File: config.mk
export PLATFORM = sky130hd
export DESIGN_NAME = ptm_sys_time
export DESIGN_NICKNAME = d
export VERILOG_FILES = /design/src/ptm_pkg.sv /design/src/ptm_sys_time.sv /design/src/ptm_time_core.sv
export VERILOG_INCLUDE_DIRS = /design/src
export SDC_FILE = /design/constraint.sdc
export NUM_CORES = 1
export LEC_CHECK = 0
export ABC_AREA = 1
export BUFFER_PORTS_ARGS = -buffer_cell sky130_fd_sc_hd__buf_2
export CORE_ASPECT_RATIO = 2
export CORE_MARGIN = 4
export CORE_UTILIZATION = 52
export CTS_CLUSTER_SIZE = 40
export DETAILED_ROUTE_END_ITERATION = 8
export HOLD_SLACK_MARGIN = 0.12
export PLACE_DENSITY = 0.8
export SKIP_LAST_GASP = 1
export SYNTH_ARGS = -nofsm -noshare
export SYNTH_HDL_FRONTEND = slang
export SYNTH_SLANG_ARGS = --single-unit
File: constraint.sdc
create_clock -name hclk -period 1.6 [get_ports hclk]
set_input_delay 0.4 -clock hclk [delete_from_list [all_inputs] [get_ports hclk]]
set_output_delay 0.4 -clock hclk [all_outputs]
set_load 0.05 [all_outputs]
File: src/ptm_map.svh
// ptm_map.svh - offsets, reset values and field positions of the system time block
// assumes: included by bare name from the package and the design files
`ifndef PTM_MAP_SVH
`define PTM_MAP_SVH

// ----------------------------------------------------------------------------
// register indices (byte address = 4 * index)
// ----------------------------------------------------------------------------
`define PTM_IDX_TIME0   6'h0C
`define PTM_IDX_TIME1   6'h0E
`define PTM_IDX_TIME2   6'h10
`define PTM_IDX_TIME3   6'h12
`define PTM_IDX_TGT0    6'h14
`define PTM_IDX_TGT1    6'h16

// ----------------------------------------------------------------------------
// field layout and reset values
// ----------------------------------------------------------------------------
`define PTM_WORD_W      16
`define PTM_ADDR_LSB    2
`define PTM_ADDR_MSB    7
`define PTM_RST_WORD    16'h0000
`define PTM_RST_TIME    64'h0000_0000_0000_0000
`define PTM_TIME_INC    64'h0000_0000_0000_0001

`endif

File: src/ptm_pkg.sv
// ptm_pkg.sv - types shared by the system time block
// assumes: ptm_map.svh is on the include path
`default_nettype none
`include "ptm_map.svh"

package ptm_pkg;

  // --------------------------------------------------------------------------
  // types
  // --------------------------------------------------------------------------
  typedef logic [31:0]              ptm_bus_t;
  typedef logic [`PTM_WORD_W-1:0]   ptm_hword_t;
  typedef logic [5:0]               ptm_idx_t;

  // bus slave states, gray along idle -> wait -> out
  typedef enum logic [1:0] {
    PTM_ST_IDLE   = 2'b00,
    PTM_ST_RDWAIT = 2'b01,
    PTM_ST_RDOUT  = 2'b11
  } ptm_state_e;

endpackage
`default_nettype wire

File: src/ptm_sys_time.sv
// ptm_sys_time.sv - system time registers behind an AHB-Lite slave
// assumes: single AHB-Lite master, word transfers only, rollover pulse from
// the rate accumulator arrives synchronous to hclk
`timescale 1ns/1ps
`default_nettype none
`include "ptm_map.svh"

// Overview of operation
// - time shown as four 16-bit words
// - loadable up-counter holding current local time
// - increment by one only on rollover
// - low word read latches upper 48 bits
// - upper word reads return the latch
// - stage low words, top write loads all
module ptm_sys_time (
  input  wire logic              hclk,
  input  wire logic              hresetn,
  input  wire logic              hsel,
  input  wire logic [31:0]       haddr,
  input  wire logic [1:0]        htrans,
  input  wire logic              hwrite,
  input  wire logic [2:0]        hsize,
  input  wire logic              hready,
  input  wire ptm_pkg::ptm_bus_t hwdata,
  output ptm_pkg::ptm_bus_t      hrdata,
  output logic                   hreadyout,
  output logic                   hresp,
  input  wire logic              acc_rollover,
  output logic [63:0]            local_time
);
  import ptm_pkg::*;

  // --------------------------------------------------------------------------
  // decode helpers
  // --------------------------------------------------------------------------
  function automatic logic idx_is(input ptm_idx_t idx, input ptm_idx_t want);
    idx_is = (idx == want);
  endfunction

  // --------------------------------------------------------------------------
  // state
  // --------------------------------------------------------------------------
  ptm_state_e  state_r;
  ptm_state_e  state_nxt;
  logic        dp_wr_r;
  ptm_idx_t    dp_idx_r;
  ptm_bus_t    hrdata_r;
  ptm_hword_t  stage_r [3];
  ptm_hword_t  tgt0_r;
  ptm_hword_t  tgt1_r;
  logic [63:0] time_w;
  logic [47:0] snap_w;

  // --------------------------------------------------------------------------
  // address phase and data phase decode
  // --------------------------------------------------------------------------
  wire       accept   = hsel & htrans[1] & hready;
  wire       acc_rd   = accept & ~hwrite;
  wire       acc_wr   = accept & hwrite;
  wire [5:0] a_idx    = haddr[`PTM_ADDR_MSB:`PTM_ADDR_LSB];
  wire       wr_en    = dp_wr_r;
  wire       wr_t0    = wr_en & idx_is(dp_idx_r, `PTM_IDX_TIME0);
  wire       wr_t1    = wr_en & idx_is(dp_idx_r, `PTM_IDX_TIME1);
  wire       wr_t2    = wr_en & idx_is(dp_idx_r, `PTM_IDX_TIME2);
  wire       wr_t3    = wr_en & idx_is(dp_idx_r, `PTM_IDX_TIME3);
  wire       wr_g0    = wr_en & idx_is(dp_idx_r, `PTM_IDX_TGT0);
  wire       wr_g1    = wr_en & idx_is(dp_idx_r, `PTM_IDX_TGT1);
  wire       rd_cap   = (state_r == PTM_ST_RDWAIT);
  wire       rd_snap  = rd_cap & idx_is(dp_idx_r, `PTM_IDX_TIME0);
  wire [2:0] stage_we = {wr_t2, wr_t1, wr_t0};
  wire [63:0] load_val = {hwdata[15:0], stage_r[2], stage_r[1], stage_r[0]};

  // read mux: low word live, upper words from the latch, unmapped reads zero
  wire [15:0] rd_word =
    idx_is(dp_idx_r, `PTM_IDX_TIME0) ? time_w[15:0]  :
    idx_is(dp_idx_r, `PTM_IDX_TIME1) ? snap_w[15:0]  :
    idx_is(dp_idx_r, `PTM_IDX_TIME2) ? snap_w[31:16] :
    idx_is(dp_idx_r, `PTM_IDX_TIME3) ? snap_w[47:32] :
    idx_is(dp_idx_r, `PTM_IDX_TGT0)  ? tgt0_r        :
    idx_is(dp_idx_r, `PTM_IDX_TGT1)  ? tgt1_r        :
    `PTM_RST_WORD;

  // --------------------------------------------------------------------------
  // bus slave state machine: reads take one wait state, writes none
  // --------------------------------------------------------------------------
  always_comb begin
    state_nxt = state_r;
    unique case (state_r)
      PTM_ST_IDLE:   state_nxt = acc_rd ? PTM_ST_RDWAIT : PTM_ST_IDLE;
      PTM_ST_RDWAIT: state_nxt = PTM_ST_RDOUT;
      PTM_ST_RDOUT:  state_nxt = acc_rd ? PTM_ST_RDWAIT : PTM_ST_IDLE;
      default:       state_nxt = PTM_ST_IDLE;
    endcase
  end

  always_ff @(posedge hclk or negedge hresetn) begin
    if (!hresetn) begin
      state_r <= PTM_ST_IDLE;
    end else begin
      state_r <= state_nxt;
    end
  end

  // data phase capture of the address phase
  always_ff @(posedge hclk or negedge hresetn) begin
    if (!hresetn) begin
      dp_wr_r  <= 1'b0;
      dp_idx_r <= '0;
    end else if (hready) begin
      dp_wr_r  <= acc_wr;
      dp_idx_r <= accept ? a_idx : dp_idx_r;
    end
  end

  // read data registered at the end of the wait state
  always_ff @(posedge hclk or negedge hresetn) begin
    if (!hresetn) begin
      hrdata_r <= '0;
    end else if (rd_cap) begin
      hrdata_r <= {16'h0000, rd_word};
    end
  end

  // --------------------------------------------------------------------------
  // staging words for the three low time words
  // --------------------------------------------------------------------------
  for (genvar i = 0; i < 3; i++) begin : g_stage
    always_ff @(posedge hclk or negedge hresetn) begin
      if (!hresetn) begin
        stage_r[i] <= `PTM_RST_WORD;
      end else if (stage_we[i]) begin
        stage_r[i] <= hwdata[15:0];
      end
    end
  end

  // first target time, low two words
  always_ff @(posedge hclk or negedge hresetn) begin
    if (!hresetn) begin
      tgt0_r <= `PTM_RST_WORD;
      tgt1_r <= `PTM_RST_WORD;
    end else begin
      if (wr_g0) begin
        tgt0_r <= hwdata[15:0];
      end
      if (wr_g1) begin
        tgt1_r <= hwdata[15:0];
      end
    end
  end

  // --------------------------------------------------------------------------
  // counter and snapshot latch
  // --------------------------------------------------------------------------
  ptm_time_core #(
    .TIME_W (64),
    .SNAP_W (48)
  ) u_core (
    .hclk     (hclk),
    .hresetn  (hresetn),
    .inc      (acc_rollover),
    .load     (wr_t3),
    .load_val (load_val),
    .snap     (rd_snap),
    .time_o   (time_w),
    .snap_o   (snap_w)
  );

  // outputs
  assign hrdata     = hrdata_r;
  assign hreadyout  = (state_r != PTM_ST_RDWAIT);
  assign hresp      = 1'b0;
  assign local_time = time_w;
endmodule
`default_nettype wire

File: src/ptm_time_core.sv
// ptm_time_core.sv - loadable 64-bit up-counter with upper-word snapshot latch
// assumes: one clock, asynchronous active-low reset, pulses one cycle wide
`timescale 1ns/1ps
`default_nettype none
`include "ptm_map.svh"

module ptm_time_core #(
  parameter int TIME_W = 64,
  parameter int SNAP_W = 48
) (
  input  wire logic              hclk,
  input  wire logic              hresetn,
  input  wire logic              inc,
  input  wire logic              load,
  input  wire logic [TIME_W-1:0] load_val,
  input  wire logic              snap,
  output logic      [TIME_W-1:0] time_o,
  output logic      [SNAP_W-1:0] snap_o
);

  // --------------------------------------------------------------------------
  // elaboration check
  // --------------------------------------------------------------------------
  if (TIME_W != 64 || SNAP_W != TIME_W - 16) begin : g_bad_width
    $error("ptm_time_core: widths must be 64 and 48");
  end

  logic [TIME_W-1:0] time_r;
  logic [SNAP_W-1:0] snap_r;

  // load beats increment; apart from a load the counter moves only on rollover
  always_ff @(posedge hclk or negedge hresetn) begin
    if (!hresetn) begin
      time_r <= `PTM_RST_TIME;
    end else if (load) begin
      time_r <= load_val;
    end else if (inc) begin
      time_r <= time_r + `PTM_TIME_INC;
    end
  end

  // upper 48 bits caught when the low word is read
  always_ff @(posedge hclk or negedge hresetn) begin
    if (!hresetn) begin
      snap_r <= '0;
    end else if (snap) begin
      snap_r <= time_r[TIME_W-1:TIME_W-SNAP_W];
    end
  end

  assign time_o = time_r;
  assign snap_o = snap_r;

endmodule
`default_nettype wire

==> metrics.md, run 1 <==
| Metric | Value |
|---|---|
| Outcome | did not finish |
| Fail Step | 5_1_grt |
| First error | [ERROR GRT-0232] Routing congestion too high. Check the congestion heatmap in the GUI. |
| Mapped Area | roughly 11000 sq um |
| Post-synth EDFFs | 0 |
| Worst EP kind | sequential cell input |
| DPL Wire Length | between 30 and 40 mm |
| Pin count of the biggest net entering global routing | 49 |
| Port buffer count | roughly 110 |
| Seq/Total Area, Yosys | 47.2% |
| Initial Util | about 53% |
| RePlAce Congestion | 1.07 |
| Ys flop type | dfrtp_1 |
| Async SR Flop Fraction | 100% |
| CTS Buf Count | 20 |
| Ports | 173 |
| Total Routing Usage GR | 58.4% |
| Area leader, netlist | dfrtp_1 |
| CTS Root Cell | clkbuf_16 |
| Synth warn | 0 |
| Die X | around 110 microns |
| Unique masters post-synth | 32 |
| GRT worst endpoint | u_core.time_o[16]$_DFFE_PN0P_/D |
| Mapped Cells | 1605 |
| Max clock buf depth | 3 |
| Top-area cell type share of the netlist area | a little under half |
| Top post-synthesis cells by area | dfrtp_1 47%, nand2_1 21%, nor2_1 5.7% |
| H-tree lvl count | 1 |
| Synthesis-stage register bit count | 217 |
| CTS Sinks | approximately 220 |
| Mapped Avg Cell Area | 7.16 sq um |
| Chip height | 218 microns |
| Congestion Overflow GR | 6 |
| Rows | 76 |
| Placed cells | 2126 |
[metrics by stage]
| stage | area [sq um] | hold slack (ns) | TNS, ns | utilization, % | setup WS [ns] |
|---|---|---|---|---|---|
| 2_1_floorplan | 11700 | 0.104 | -0.308 | - | -0.0563 |
| 3_5_place_dp | 14000 | 0.350 | -6.87 | 64.4 | -0.155 |
| 4_1_cts | 17300 | 0.124 | -9.41 | 79.8 | -0.154 |
| 3_3_place_gp | 14000 | 0.356 | -3.88 | 64.4 | -0.130 |
[cell usage after synthesis, types with 5 or more instances]
library cell / count
a21oi_1: 41
buf_2: 22
buf_4: 21
clkbuf_1: 22
dfrtp_1: 217
inv_1: 141
mux2_2: 6
nand2_1: 638
nand3_1: 76
nand4_1: 13
nor2_1: 176
nor2_2: 5
nor2_4: 6
o21ai_0: 130
o21ai_1: 31
xor2_1: 27
[logic make-up after synthesis]
logic type	count (synthesis)	share of synthesized area (%)
other	1	0.0326
AOI/OAI and AO/OA	208	9.18
muxes	6	0.588
xor gates and xnor gates	27	2.06
DFF	217	47.2
buffers and inverters	217	8.27
adders and majority gates	3	0.327
and+or+nand+nor	926	32.3
[what timing repair did]
action | CTS
setup buffers | 111
setup endpoints to repair | 253
gates resized for setup | 426
endpoints found under the hold margin | 40
cloned | 16
pin swaps | 32
hold buffers | 4
[metal layers]
layer,GRT overflow,track usage (%)
met1,0,59.5
met4,6,57.7
met2,0,82.5
met5,0,3.96
met3,0,30.8
==> run 2: changes to the inputs <==
Settings changed: CORE_ASPECT_RATIO 2 to not set, CORE_UTILIZATION 52 to 40, CTS_CLUSTER_SIZE 40 to not set, HOLD_SLACK_MARGIN 0.12 to not set, PLACE_DENSITY 0.8 to not set, PLACE_DENSITY_LB_ADDON set to 0.15.
Clock period 1.6 ns to 2.1 ns, I/O delays scaled along.
==> run 2 against run 1 <==
Effect of this change: the flow now finishes without violations; synthesized area is the same; synthesized cell count is the same.
==> metrics.md, run 2 <==
| Metric | Value |
|---|---|
| Outcome | finished clean |
| Max clock buf depth | 3 (unchanged) |
| Utilization after layout | between 40% and 50% |
| CTS Sinks | 217 (unchanged) |
| WP data arrival | ~1.6 ns |
| Most frequent cells in the layout | 637 x nand2_1, 215 x dfrtp_1, 174 x nor2_1 |
| 1st-iter DRT viols | approximately 1000 |
| Post-synth EDFFs | 0 (unchanged) |
| Number of global-route vias before repair | 10300 |
| Top-area cell type share of the netlist area | 47.2% (unchanged) |
| Initial antenna violation count | 3 |
| Fin nets | 1836 |
| Hold crit path type | primary input to register |
| Layout cells sized above 1 | 14.3% |
| Area leader, netlist | dfrtp_1 |
| Worst setup EP type | output port |
| Clk_skew | 0.00994 ns |
| Most frequent cell after synthesis | nand2_1 |
| Reg-to-reg critical path endpoint | u_core.time_o[25] |
| H-tree lvl count | 1 (unchanged) |
| Initial Util | 40.9% (-12 points) |
| Total power | 0.0138 W |
| Maximum vdd drop | a little under 0.0008 V |
| CTS Root Cell | clkbuf_16 |
| Slew Viols, Final | 0 |
| Core ar. | 28100 sq um |
| Pin count of the biggest net entering global routing | 93 |
| Rows | 61 (-20%) |
| Congestion Overflow GR | 0 |
| Mapped Avg Cell Area | 7.16 sq um (unchanged) |
| Synthesis-stage register bit count | 217 (unchanged) |
| Ys flop type | dfrtp_1 |
| Most frequent cells after synthesis | 638 x nand2_1, 217 x dfrtp_1, 176 x nor2_1 |
| Critical R2R Launch | u_core.time_o[14] |
| RePlAce Congestion | 0.952 (-11%) |
| Worst skew pair latency | roughly 0.54 ns |
| Top post-synthesis cells by area | dfrtp_1 47%, nand2_1 21%, nor2_1 5.7% |
| HP Start | hready |
| Critical Path RT | between 1.5 and 2 ns |
| DIE AREA | approximately 32000 sq um |
| Fmax | 477 MHz |
| Fillers | 2973 |
| CTS tree | done |
| Pwr Density | approximately 1000 nW/um^2 |
| Unique masters post-synth | 32 (unchanged) |
| FF-to-FF setup slack | 0.14 ns |
| Drt pass-1 iters | 5 |
| Max reg flops | 64 |
| Post-route ant nets | 0 |
| Final hold viol count | 0 |
| Detailed-route via count | 11000 |
| Seq/Total Area, Yosys | 47.2% (unchanged) |
| DPL Wire Length | 32.1 mm (-1.6%) |
| Clk slew on worst S/H paths | 0.06 ns |
| Commonest non-fill, non-tap cell in the layout | nand2_1 |
| Mapped Area | 11500 sq um (unchanged) |
| Final setup vio count | 0 |
| TNS Setup | 0 ns |
| Relative slew margins | a little under half |
| Worst hold endpoint | dp_wr_r |
| Port buffer count | 109 (unchanged) |
| Die X | 178 microns (+57%) |
| Ports | 173 (unchanged) |
| Dpl ws | -0.122 ns (+0.0330 ns) |
| Reg2Reg Depth | 8 |
| Async SR Flop Fraction | 100% (unchanged) |
| Lkg Pwr | 6.73 nW |
| Final period utilization | 99.9% |
| Antenna cells | 0 |
| RSZ-0062 raised after global routing | true |
| Residual DRC | 0 |
| Drt via density | 5.08 |
| Crit. Startpoint | state_r[1] |
| Crit path max fanout | 15 |
| Synth warn | 0 (unchanged) |
| CP startpoint kind | register |
| Routed len/inst | 19.9 microns |
| Final Critical Period | 2.10 ns |
| First-pass GRT wire length | 64.1 mm |
| Mapped Cells | 1605 (unchanged) |
| CTS Buf Count | 25 (+25%) |
| Worst Hold Path Cells | 2 |
| WL final | 42.8 mm |
| Slew @ Worst Pin | 0.791 ns |
| Chip height | 178 microns (-19%) |
| CP Class | register to output port |
| Area Overhead vs Synth | 19.4% |
| Worst Setup Slack, final | 0.00137 ns |
| Max Cap Viol | 0 |
| Total Routing Usage GR | 27.2% |
==> run 2: cell counts after synthesis <==
No cell type changed its count.
==> run 2: how the worst max path moves through the flow <==
stage | to | slack, ns | cells past startpoint
finish | hreadyout | 0.001 | 5
global route | hreadyout | -0.07 | 5
CTS | hreadyout | -0.12 | 5
global placement | u_core.time_o[41] | -0.11 | 5
detailed placement | u_core.time_o[28] | -0.12 | 5
floorplan | u_core.time_o[58] | 0.12 | 10
==> run 2: worst max-delay path, cell delays in order, from the launching register on <==
cell,delay (ns)
dfrtp_1,0.39
inv_2,0.07
ha_4,0.14
clkinv_1,0.11
buf_8,0.18
buf_6,0.15
==> run 2: cell type report <==
cell class                 count  area (sq um)  share of cell area [%]
sequential                   217          5430                    39.6
timing repair buffer         181          1210                    8.84
inverter                     145           544                    3.97
clock buffer                  39           768                    5.60
tap                          378           473                    3.45
clock inverter                 6          68.8                   0.502
multi-input combinational   1188          5220                    38.0
==> run 2: cell families after synthesis <==
| family | share of synthesized area [%] |
|---|---|
| muxes | 0.588 |
| buffers and inverters | 8.27 |
| AOI/OAI and AO/OA | 9.18 |
| xor gates and xnor gates | 2.06 |
| other | 0.0326 |
| adders and majority gates | 0.327 |
| DFF | 47.2 |
| and+or+nand+nor | 32.3 |
==> run 2: layer usage <==
layer	vias up	part of all wire, %	track usage, %
li1	5306	-	-
met1	5168	47	40.7
met2	401	42	40.5
met3	78	7.1	3.79
met4	0	4.1	9.54
met5	-	0	0
==> run 2: what timing repair did <==
| action | in CTS | in global routing |
|---|---|---|
| hold endpoints to repair | 23 | 0 |
| hold buffers | 1 | 0 |
| resized for setup | 1 | 16 |
| endpoints found under the setup margin | 11 | 28 |
| cloned | 1 | 0 |
| buffers inserted | 0 | 0 |
| pin swaps | 1 | 0 |
==> run 2: where the power goes <==
part / internal, W / total (W) / switching, W
combinational: 0.00101 / 0.00395 / 0.00294
sequential: 0.00480 / 0.00545 / 0.000651
clock: 0.00263 / 0.00443 / 0.00180
total: 0.00844 / 0.0138 / 0.00539
==> run 2: stage by stage <==
stage | cell area (sq um) | instances | hold WS (ns)
2_1_floorplan | 11600 | 1621 | 0.229
3_3_place_gp | 12800 | 2107 | 0.402
3_5_place_dp | 12800 | 2107 | 0.401
4_1_cts | 13700 | 2154 | 0.185
5_1_grt | 13700 | 2154 | 0.202
6_report | 13700 | 2154 | 0.200
Power figures use the tool's default switching activity.
